**src/shared/ivd_pkg.sv**
```systemverilog
/*
 * Constants, types and vector map of the interrupt vector dispatch block.
 * Assumes a 32-bit core with 256 vectors that are spaced one word apart
 * and counted downward from the top of the table.
 */
package ivd_pkg;
    // ==============================================================
    // Widths and sizes
    localparam int VEC_W        = 8;
    localparam int ADDR_W       = 32;
    localparam int LVL_W        = 5;
    localparam int NUM_LVL_REGS = 48;
    localparam int SLOT_W       = 6;
    localparam int NUM_TRAPS    = 6;
    localparam int RN_W         = 4;

    // ==============================================================
    // Table layout and level values
    localparam logic [9:0]       VEC_OFFSET_TOP  = 10'h3fc;
    localparam logic [LVL_W-1:0] LVL_NONE        = 5'h00;
    localparam logic [LVL_W-1:0] LVL_FIXED_VALUE = 5'h0f;
    localparam logic [LVL_W-1:0] LVL_REG_RESET   = 5'h1f;

    // ==============================================================
    // Vector numbers
    localparam logic [VEC_W-1:0] VEC_RESET     = 8'h00;
    localparam logic [VEC_W-1:0] VEC_MODE      = 8'h01;
    localparam logic [VEC_W-1:0] VEC_SYS_FIXED = 8'h0f;
    localparam logic [VEC_W-1:0] VEC_PERIPH_LO = 8'h10;
    localparam logic [VEC_W-1:0] VEC_PERIPH_HI = 8'h3f;
    localparam logic [VEC_W-1:0] VEC_OS_LO     = 8'h40;
    localparam logic [VEC_W-1:0] VEC_OS_HI     = 8'h41;
    localparam logic [VEC_W-1:0] VEC_SWI_LO    = 8'h50;

    // Trap vectors, lowest number first: missing coprocessor, coprocessor
    // error, emulator break, step trace, tool request, undefined opcode.
    localparam logic [VEC_W-1:0] TRAP_VEC [NUM_TRAPS] =
        '{8'h07, 8'h08, 8'h09, 8'h0c, 8'h0d, 8'h0e};

    // ==============================================================
    // Peripheral slots; a slot is its vector number minus 0x10
    localparam int SLOT_EXT_LO      = 0;
    localparam int SLOT_RELOAD_LO   = 8;
    localparam int SLOT_SERIAL      = 11;
    localparam int SLOT_UART_HI     = 17;
    localparam int SLOT_ADC         = 25;
    localparam int SLOT_PULSE_GEN0  = 26;
    localparam int SLOT_PULSE_WIDTH = 27;
    localparam int SLOT_REMOTE      = 28;
    localparam int SLOT_WATCH       = 29;
    localparam int SLOT_OSC_WAIT    = 30;
    localparam int SLOT_TIMEBASE    = 31;
    localparam int SLOT_RELOAD_HI   = 32;
    localparam int SLOT_PULSE_GEN_H = 35;
    localparam int SLOT_DMA         = 38;
    localparam int SLOT_EXT_MID     = 43;
    localparam int SLOT_EXT_TOP     = 44;
    localparam int SLOT_MFT_LO      = 45;
    localparam int SLOT_MFT_HI      = 46;
    localparam int SLOT_DELAYED     = 47;

    // ==============================================================
    // DMA resource numbers
    localparam logic [RN_W-1:0] RN_SERIAL_RX = 4'h0;
    localparam logic [RN_W-1:0] RN_SERIAL_TX = 4'h3;
    localparam logic [RN_W-1:0] RN_PULSE_GEN = 4'hc;

    // ==============================================================
    // Types
    typedef enum logic [1:0] {
        LVL_KIND_NONE  = 2'b00,
        LVL_KIND_FIXED = 2'b01,
        LVL_KIND_REG   = 2'b10
    } ivd_lvl_kind_type;

    typedef enum logic [1:0] {
        ST_BOOT_RESET = 2'b00,
        ST_BOOT_MODE  = 2'b01,
        ST_RUN        = 2'b10
    } ivd_state_type;
endpackage

```
**src/core/ivd_dispatch.sv**
```systemverilog
/*
 * Interrupt vector dispatch: boots through the reset and mode vectors,
 * then hands the core one vector at a time from traps, software
 * interrupts and peripheral requests, with table address, level and
 * DMA attributes.
 * Assumes the core lowers CORE_READY_IN while it services a vector and
 * that peripheral requests are levels held until serviced.
 */
`timescale 1ns/10ps
module ivd_dispatch
    import ivd_pkg::*;
(
    // Clock and reset
    input  wire logic                        CORE_CLK_IN,
    input  wire logic                        NRST_IN,
    // Core side
    input  wire logic                        CORE_READY_IN,
    input  wire logic [LVL_W-1:0]            ILM_IN,
    input  wire logic [ADDR_W-1:0]           VECTOR_TABLE_BASE_IN,
    input  wire logic [NUM_TRAPS-1:0]        TRAP_REQ_IN,
    input  wire logic                        SW_INT_REQ_IN,
    input  wire logic [VEC_W-1:0]            SW_INT_NUM_IN,
    // Level registers, slot k in bits 5k+4..5k
    input  wire logic [NUM_LVL_REGS*LVL_W-1:0] LEVEL_REGS_IN,
    // Peripheral requests
    input  wire logic [23:0]                 EXT_IRQ_IN,
    input  wire logic [5:0]                  RELOAD_TMR_IRQ_IN,
    input  wire logic [2:0]                  SERIAL_RX_IRQ_IN,
    input  wire logic [2:0]                  SERIAL_TX_IRQ_IN,
    input  wire logic [7:0]                  UART_HI_IRQ_IN,
    input  wire logic                        ADC_IRQ_IN,
    input  wire logic [3:0]                  PULSE_GEN_IRQ_IN,
    input  wire logic                        PULSE_WIDTH_COUNTER_IRQ_IN,
    input  wire logic [1:0]                  REMOTE_CTRL_IRQ_IN,
    input  wire logic                        WATCH_TMR_IRQ_IN,
    input  wire logic                        OSC_WAIT_IRQ_IN,
    input  wire logic                        TIMEBASE_IRQ_IN,
    input  wire logic [4:0]                  DMA_IRQ_IN,
    input  wire logic [3:0]                  MFT_IRQ_IN,
    input  wire logic                        DELAYED_IRQ_IN,
    // Dispatch result
    output logic                             DISPATCH_VALID_OUT,
    output logic [VEC_W-1:0]                 DISPATCH_NUM_OUT,
    output logic [ADDR_W-1:0]                FETCH_ADDR_OUT,
    output ivd_lvl_kind_type                 LEVEL_KIND_OUT,
    output logic [LVL_W-1:0]                 LEVEL_OUT,
    output logic                             RN_VALID_OUT,
    output logic [RN_W-1:0]                  RN_OUT,
    output logic                             DMA_STOP_OUT,
    output logic                             SW_INT_ACK_OUT
);
    // ==============================================================
    // Declarations
    ivd_state_type               state_r;
    ivd_state_type               state_nxt;
    logic [NUM_TRAPS-1:0]        trap_pend_r;
    logic [NUM_TRAPS-1:0]        trap_clr;
    logic [NUM_LVL_REGS-1:0]     periph_req;
    logic                        hw_hit;
    logic [SLOT_W-1:0]           hw_idx;
    logic [LVL_W-1:0]            hw_level;
    logic                        sel_go;
    logic                        sel_sw;
    logic                        sel_hw;
    logic [VEC_W-1:0]            sel_num;
    ivd_lvl_kind_type            attr_kind;
    logic [SLOT_W-1:0]           attr_idx;
    logic                        attr_rn_valid;
    logic [RN_W-1:0]             attr_rn;
    logic                        attr_dma_stop;
    logic [LVL_W-1:0]            sel_level;
    logic                        hw_taken_r;

    // ==============================================================
    // Peripheral slots; a slot number is the vector number minus 16.
    // Merged sources are ORed, so the handler must poll its sources.
    always_comb begin
        periph_req = '0;
        periph_req[SLOT_EXT_LO +: 8]    = EXT_IRQ_IN[7:0];
        periph_req[SLOT_RELOAD_LO +: 3] = RELOAD_TMR_IRQ_IN[2:0];
        for (int c = 0; c < 3; c++) begin
            periph_req[SLOT_SERIAL + 2*c]     = SERIAL_RX_IRQ_IN[c];
            periph_req[SLOT_SERIAL + 2*c + 1] = SERIAL_TX_IRQ_IN[c];
        end
        periph_req[SLOT_UART_HI +: 8]     = UART_HI_IRQ_IN;
        periph_req[SLOT_ADC]              = ADC_IRQ_IN;
        periph_req[SLOT_PULSE_GEN0]       = PULSE_GEN_IRQ_IN[0];
        periph_req[SLOT_PULSE_WIDTH]      = PULSE_WIDTH_COUNTER_IRQ_IN;
        periph_req[SLOT_REMOTE]           = |REMOTE_CTRL_IRQ_IN;
        periph_req[SLOT_WATCH]            = WATCH_TMR_IRQ_IN;
        periph_req[SLOT_OSC_WAIT]         = OSC_WAIT_IRQ_IN;
        periph_req[SLOT_TIMEBASE]         = TIMEBASE_IRQ_IN;
        periph_req[SLOT_RELOAD_HI +: 3]   = RELOAD_TMR_IRQ_IN[5:3];
        periph_req[SLOT_PULSE_GEN_H +: 3] = PULSE_GEN_IRQ_IN[3:1];
        periph_req[SLOT_DMA +: 5]         = DMA_IRQ_IN;
        periph_req[SLOT_EXT_MID]          = |EXT_IRQ_IN[15:8];
        periph_req[SLOT_EXT_TOP]          = |EXT_IRQ_IN[23:16];
        periph_req[SLOT_MFT_LO]           = |MFT_IRQ_IN[1:0];
        periph_req[SLOT_MFT_HI]           = |MFT_IRQ_IN[3:2];
        periph_req[SLOT_DELAYED]          = DELAYED_IRQ_IN;
    end

    // ==============================================================
    // Peripheral arbitration by level register value.
    ivd_prio_pick #(
        .N  (NUM_LVL_REGS),
        .LW (LVL_W),
        .IW (SLOT_W)
    ) u_prio_pick (
        .req_in    (periph_req),
        .levels_in (LEVEL_REGS_IN),
        .hit_out   (hw_hit),
        .idx_out   (hw_idx),
        .level_out (hw_level)
    );

    // ==============================================================
    // Source selection. One dispatch at most every second cycle, which
    // gives the core a cycle to drop its ready before a held request
    // could be taken twice.
    always_comb begin
        sel_go    = 1'b0;
        sel_sw    = 1'b0;
        sel_hw    = 1'b0;
        sel_num   = VEC_RESET;
        trap_clr  = '0;
        state_nxt = state_r;
        if (CORE_READY_IN && !DISPATCH_VALID_OUT) begin
            unique case (state_r)
                ST_BOOT_RESET: begin
                    sel_go    = 1'b1;
                    sel_num   = VEC_RESET;
                    state_nxt = ST_BOOT_MODE;
                end
                ST_BOOT_MODE: begin
                    sel_go    = 1'b1;
                    sel_num   = VEC_MODE;
                    state_nxt = ST_RUN;
                end
                ST_RUN: begin
                    if (|trap_pend_r) begin
                        sel_go = 1'b1;
                        for (int i = NUM_TRAPS - 1; i >= 0; i--) begin
                            if (trap_pend_r[i]) begin
                                sel_num  = TRAP_VEC[i];
                                trap_clr = NUM_TRAPS'(1) << i;
                            end
                        end
                    end else if (SW_INT_REQ_IN && !SW_INT_ACK_OUT) begin
                        sel_go  = 1'b1;
                        sel_sw  = 1'b1;
                        sel_num = SW_INT_NUM_IN;
                    end else if (hw_hit && hw_level < ILM_IN) begin
                        sel_go  = 1'b1;
                        sel_hw  = 1'b1;
                        sel_num = VEC_PERIPH_LO + VEC_W'(hw_idx);
                    end
                end
                default: begin
                    state_nxt = ST_BOOT_RESET;
                end
            endcase
        end
    end

    // ==============================================================
    // Attributes of the chosen vector.
    ivd_vec_attr u_vec_attr (
        .vec_num_in   (sel_num),
        .lvl_kind_out (attr_kind),
        .lvl_idx_out  (attr_idx),
        .rn_valid_out (attr_rn_valid),
        .rn_out       (attr_rn),
        .dma_stop_out (attr_dma_stop)
    );

    // Level value as the core should see it.
    always_comb begin
        unique case (attr_kind)
            LVL_KIND_FIXED: sel_level = LVL_FIXED_VALUE;
            LVL_KIND_REG:   sel_level = LEVEL_REGS_IN[attr_idx*LVL_W +: LVL_W];
            default:        sel_level = LVL_NONE;
        endcase
    end

    // ==============================================================
    // Boot sequence state.
    always_ff @(posedge CORE_CLK_IN or negedge NRST_IN) begin
        if (!NRST_IN) begin
            state_r <= ST_BOOT_RESET;
        end else begin
            state_r <= state_nxt;
        end
    end

    // Trap pending flags; a new trap in the clearing cycle is kept.
    always_ff @(posedge CORE_CLK_IN or negedge NRST_IN) begin
        if (!NRST_IN) begin
            trap_pend_r <= '0;
        end else begin
            trap_pend_r <= (trap_pend_r & ~trap_clr) | TRAP_REQ_IN;
        end
    end

    // ==============================================================
    // Registered dispatch outputs.
    always_ff @(posedge CORE_CLK_IN or negedge NRST_IN) begin
        if (!NRST_IN) begin
            DISPATCH_VALID_OUT <= 1'b0;
            DISPATCH_NUM_OUT   <= '0;
            FETCH_ADDR_OUT     <= '0;
            LEVEL_KIND_OUT     <= LVL_KIND_NONE;
            LEVEL_OUT          <= LVL_NONE;
            RN_VALID_OUT       <= 1'b0;
            RN_OUT             <= '0;
            DMA_STOP_OUT       <= 1'b0;
            SW_INT_ACK_OUT     <= 1'b0;
            hw_taken_r         <= 1'b0;
        end else begin
            DISPATCH_VALID_OUT <= sel_go;
            SW_INT_ACK_OUT     <= sel_sw;
            hw_taken_r         <= sel_hw;
            if (sel_go) begin
                DISPATCH_NUM_OUT <= sel_num;
                FETCH_ADDR_OUT   <= VECTOR_TABLE_BASE_IN + ADDR_W'(
                    VEC_OFFSET_TOP - {sel_num, 2'b00});
                LEVEL_KIND_OUT   <= attr_kind;
                LEVEL_OUT        <= sel_level;
                RN_VALID_OUT     <= attr_rn_valid;
                RN_OUT           <= attr_rn;
                DMA_STOP_OUT     <= attr_dma_stop;
            end
        end
    end

    // ==============================================================
    // Assertions
    // Level registers one cycle back, so that the level check indexes
    // the old values with the vector number that is out now.
    logic [NUM_LVL_REGS*LVL_W-1:0] lvl_regs_past_r;
    always_ff @(posedge CORE_CLK_IN) begin
        lvl_regs_past_r <= LEVEL_REGS_IN;
    end
endmodule // ivd_dispatch

```
**src/core/ivd_prio_pick.sv**
```systemverilog
/*
 * Picks the pending request with the lowest level value; on a tie the
 * lowest slot wins. Purely combinational.
 * Assumes levels are packed slot by slot, slot 0 in the low bits.
 */
`timescale 1ns/10ps
module ivd_prio_pick #(
    parameter int N  = 48,
    parameter int LW = 5,
    parameter int IW = 6
) (
    // Requests and their levels
    input  wire logic [N-1:0]    req_in,
    input  wire logic [N*LW-1:0] levels_in,
    // Winner
    output logic                 hit_out,
    output logic [IW-1:0]        idx_out,
    output logic [LW-1:0]        level_out
);
    // ==============================================================
    // Elaboration check
    if (N > (1 << IW) || N < 1) begin : g_bad_width
        $error("ivd_prio_pick: N does not fit in IW bits");
    end

    // ==============================================================
    // Scan from the top so that ties fall to the lower slot.
    always_comb begin
        hit_out   = 1'b0;
        idx_out   = '0;
        level_out = '0;
        for (int i = N - 1; i >= 0; i--) begin
            if (req_in[i] &&
                (!hit_out || levels_in[i*LW +: LW] <= level_out)) begin
                hit_out   = 1'b1;
                idx_out   = IW'(i);
                level_out = levels_in[i*LW +: LW];
            end
        end
    end
endmodule // ivd_prio_pick

```
**src/core/ivd_vec_attr.sv**
```systemverilog
/*
 * Attribute lookup for one vector number: where its level comes from,
 * its DMA resource number and whether it stops DMA. Purely combinational.
 * Assumes the caller registers the results.
 */
`timescale 1ns/10ps
module ivd_vec_attr
    import ivd_pkg::*;
(
    // Lookup key
    input  wire logic [VEC_W-1:0]  vec_num_in,
    // Attributes
    output ivd_lvl_kind_type       lvl_kind_out,
    output logic [SLOT_W-1:0]      lvl_idx_out,
    output logic                   rn_valid_out,
    output logic [RN_W-1:0]        rn_out,
    output logic                   dma_stop_out
);
    // ==============================================================
    // Level source and resource numbers
    // Vectors below 0x0f and from 0x40 up carry no level at all.
    always_comb begin
        lvl_kind_out = LVL_KIND_NONE;
        lvl_idx_out  = '0;
        rn_valid_out = 1'b0;
        rn_out       = '0;
        dma_stop_out = 1'b0;
        if (vec_num_in == VEC_SYS_FIXED) begin
            lvl_kind_out = LVL_KIND_FIXED;
        end else if (vec_num_in >= VEC_PERIPH_LO &&
                     vec_num_in <= VEC_PERIPH_HI) begin
            lvl_kind_out = LVL_KIND_REG;
            lvl_idx_out  = SLOT_W'(vec_num_in - VEC_PERIPH_LO);
        end
        for (int c = 0; c < 3; c++) begin
            if (vec_num_in == VEC_W'(16 + SLOT_SERIAL + 2 * c)) begin
                rn_valid_out = 1'b1;
                rn_out       = RN_SERIAL_RX + RN_W'(c);
                dma_stop_out = 1'b1;
            end
            if (vec_num_in == VEC_W'(17 + SLOT_SERIAL + 2 * c)) begin
                rn_valid_out = 1'b1;
                rn_out       = RN_SERIAL_TX + RN_W'(c);
            end
        end
        if (vec_num_in == VEC_W'(16 + SLOT_PULSE_GEN0)) begin
            rn_valid_out = 1'b1;
            rn_out       = RN_PULSE_GEN;
        end
    end
endmodule // ivd_vec_attr

```
**config.mk**
```make
export PLATFORM = sky130hd
export DESIGN_NAME = ivd_dispatch
export DESIGN_NICKNAME = d
export VERILOG_FILES = /design/src/shared/ivd_pkg.sv /design/src/core/ivd_dispatch.sv /design/src/core/ivd_prio_pick.sv /design/src/core/ivd_vec_attr.sv
export SDC_FILE = /design/constraint.sdc
export NUM_CORES = 1
export LEC_CHECK = 0
export BUFFER_PORTS_ARGS = -buffer_cell sky130_fd_sc_hd__buf_2
export CORE_AREA = 2 2 252 254
export DETAILED_ROUTE_END_ITERATION = 8
export DIE_AREA = 0 0 254 256
export SETUP_SLACK_MARGIN = 0.05
export SYNTH_ARGS = -nofsm -noshare
export SYNTH_HDL_FRONTEND = slang
export SYNTH_SLANG_ARGS = --single-unit
```
**constraint.sdc**
```tcl
create_clock -name CORE_CLK_IN -period 8.2 [get_ports CORE_CLK_IN]
set_input_delay 0.41 -clock CORE_CLK_IN [delete_from_list [all_inputs] [get_ports CORE_CLK_IN]]
set_output_delay 0.41 -clock CORE_CLK_IN [all_outputs]
set_load 0.02 [all_outputs]
```
==> metrics <==
run status=complete, but fails checks; failing checks=setup timing; adder-cell share of the synthesized area=0.152; IO buf count=414; critical path peak fanout=8; clock sinks=63; initial antenna violation count=4; clk buf depth=2; Initial DRT Pass Iterations=5; Synth cell types=118; startpoint types=input port; Setup Total Neg Slack=-3411.30 ns; RSZ-0062 raised after global routing=yes; reg-to-reg critical path startpoint=SW_INT_ACK_OUT; first-pass GRT wire length=149000 um; Die Height=256 um; Worst EP required=8.42 ns; Post-Syn Nets=3171; H-Tree Level Count=3; fmax=13.8 MHz; worst reg-to-reg setup slack=3.12 ns; Hold-fix buffers, CTS=0; CP dominant cell by count=ha_4; Post-synth EDFFs=0; Mapped Area=0.0185 mm2; slowest cell on the critical path=a2111o_1; largest family of logic cells by synthesized area=compound AO/OA/AOI/OAI gates; clk slew on worst S/H paths=0.06 ns; post-route setup slack=-64.01 ns; most used cells in the layout excluding fill and tap cells=buf_4 (1256), buf_2 (412), nand2_1 (200), inv_1 (185), nor2_1 (141); Setup violations, final=54; Post-synth top flop=dfrtp_1; commonest non-fill, non-tap cell in the layout=buf_4; post-synthesis cell count=2592; pre-CTS setup slack=-64.58 ns; max-cap violation count=0; xor-xnor portion of the synthesized cell area=0.0199; WS Path Type=in2reg; vias=28187; hold crit path type=in2async; Seq/Total Area, Yosys=0.0854; Final Cell Area=0.0371 mm2; Worst Max-Slew Pin Slew=1.24 ns; wl on met1=43500 um; Yosys reg bits=63; RR Endpoint=FETCH_ADDR_OUT[28]; Synth Warn #=0; post-synthesis mux area share=0.0905; TritonCTS Buffers=9; met2 WL=51500 um; Layout area overhead=101%; starting utilization of the core area=0.296; Antenna Nets Post-Route=0; floorplan row count=92; vias in the first global route=26749; Clk Latency, worst-skew pair=0.34 ns; initial drt markers=2328; final worst-path cycle share=8.81; syn avg cell area=7.12 um2; Hold Fails Final Rpt=0; hold_ws=0.174 ns; Max Used Layer=met4; Slew Limit Fails=0; DRC=0; share of layout cells above drive strength 1=0.600; IO Pins=415; Synth Area in Simple Gates=0.230; total routing usage reported by global routing=0.291; post-layout min period=72.21 ns; R2R depth=19; fin nets=4854; die width=254 um; Core Box Area=0.0624 mm2; Layout Skew=0.00908 ns; CTS Root Cell=clkbuf_16; CP Capture Type=flip-flop; Synth Area in Compound Gates=0.348; Placed Area=0.0307 mm2; wire per inst=21.0 um; CTS tree=done; Crit path largest cell delay=0.43 ns; Slew Limit Headroom=0.171; DP HPWL=80300 um; Placer Congestion=0.985; WL final=108000 um; Arrival @ worst endpoint=72.43 ns; WL met3=7730 um; die area=0.0650 mm2; pin count of the biggest net entering global routing=64; Async SR Flop Fraction=1.00; vias per inst=5.49; grt total ovfl=0
==> worst max path at each step <==
| stage | to | depth (start not counted) | from | slack [ns] |
|---|---|---|---|---|
| after floorplan | FETCH_ADDR_OUT[29] | 428 | LEVEL_REGS_IN[236] | -61.35 |
| after global placement | LEVEL_OUT[2] | 395 | DELAYED_IRQ_IN | -63.22 |
| after CTS | LEVEL_OUT[4] | 414 | DELAYED_IRQ_IN | -61.18 |
| final | LEVEL_OUT[4] | 414 | DELAYED_IRQ_IN | -64.01 |
| after detailed placement | LEVEL_OUT[2] | 399 | DELAYED_IRQ_IN | -64.58 |
| after global routing | LEVEL_OUT[4] | 411 | DELAYED_IRQ_IN | -66.69 |
==> metal layers <==
| metal | global-route usage | vias up |
|---|---|---|
| met1 | 0.372 | 13376 |
| met3 | 0.0321 | 330 |
| li1 | - | 13087 |
| met5 | 0 | - |
| met2 | 0.503 | 1394 |
| met4 | 0.0953 | 0 |
==> state kept, by name, summed over array words and instances, names as in the netlist <==
name,count
state_r,2
DISPATCH_VALID_OUT,1
SW_INT_ACK_OUT,1
FETCH_ADDR_OUT,32
RN_VALID_OUT,1
LEVEL_KIND_OUT,2
DISPATCH_NUM_OUT,8
DMA_STOP_OUT,1
LEVEL_OUT,5
trap_pend_r,6
RN_OUT,4
==> worst max-delay path, delay by kind of cell <==
kind / cells / cell delay (ns)
fa+ha+maj: 49 / 11.91
simple gates: 94 / 13.09
compound gates: 183 / 31.36
buf+inv: 57 / 6.45
mux: 31 / 9.03
==> per-stage QoR <==
| step | utilization | instances |
|---|---|---|
| global placement | 0.493 | 4785 |
| floorplan | - | 2592 |
| finish | 0.594 | 5132 |
| detailed placement | 0.493 | 4785 |
| CTS | 0.549 | 5014 |
| global route | 0.594 | 5130 |
==> logic make-up after synthesis <==
logic type | count (synthesis)
xor+xnor | 42
buf+inv | 343
fa+ha+maj | 224
compound gates | 910
simple gates | 852
mux | 158
flops | 63
==> cell type report <==
cell class / instances / area [um2]
fillers: 5255 / 25300
multi-input cells: 2190 / 20300
repair buffers: 1761 / 12800
flip-flops and latches: 63 / 1580
well taps: 846 / 1060
inverters: 250 / 971
clock buffers: 12 / 236
clock inverters: 4 / 70.1
diodes: 6 / 15.0
==> cells in the mapped netlist, drive strengths merged, types with 21 or more instances <==
library cell | count | area [um2]
clkbuf | 51 | 193
and2 | 32 | 200
o31ai | 28 | 243
inv | 249 | 935
buf | 42 | 230
mux2i | 86 | 861
mux2 | 72 | 811
nor3 | 52 | 287
a21o | 85 | 638
nand2b | 40 | 250
a211oi | 44 | 355
o211ai | 53 | 417
a31oi | 42 | 263
o21a | 29 | 218
xor2 | 21 | 184
nor2b | 44 | 275
and3 | 48 | 300
dfrtp | 63 | 1580
ha | 218 | 2730
nand2 | 242 | 916
nor2 | 177 | 664
a21oi | 183 | 927
o21ai | 194 | 975
or2 | 21 | 131
nand3 | 99 | 495
xnor2 | 21 | 184
==> timing repair <==
action	CTS	global route
pin swaps	266	341
hold endpoints to repair	0	0
setup buffers	208	115
setup endpoints to repair	54	54
resized for setup	318	384
cloned	7	3
Power is left out: the tool's default activity adds up to more than one toggle a clock period on the data nets, which glitch-free logic cannot reach.
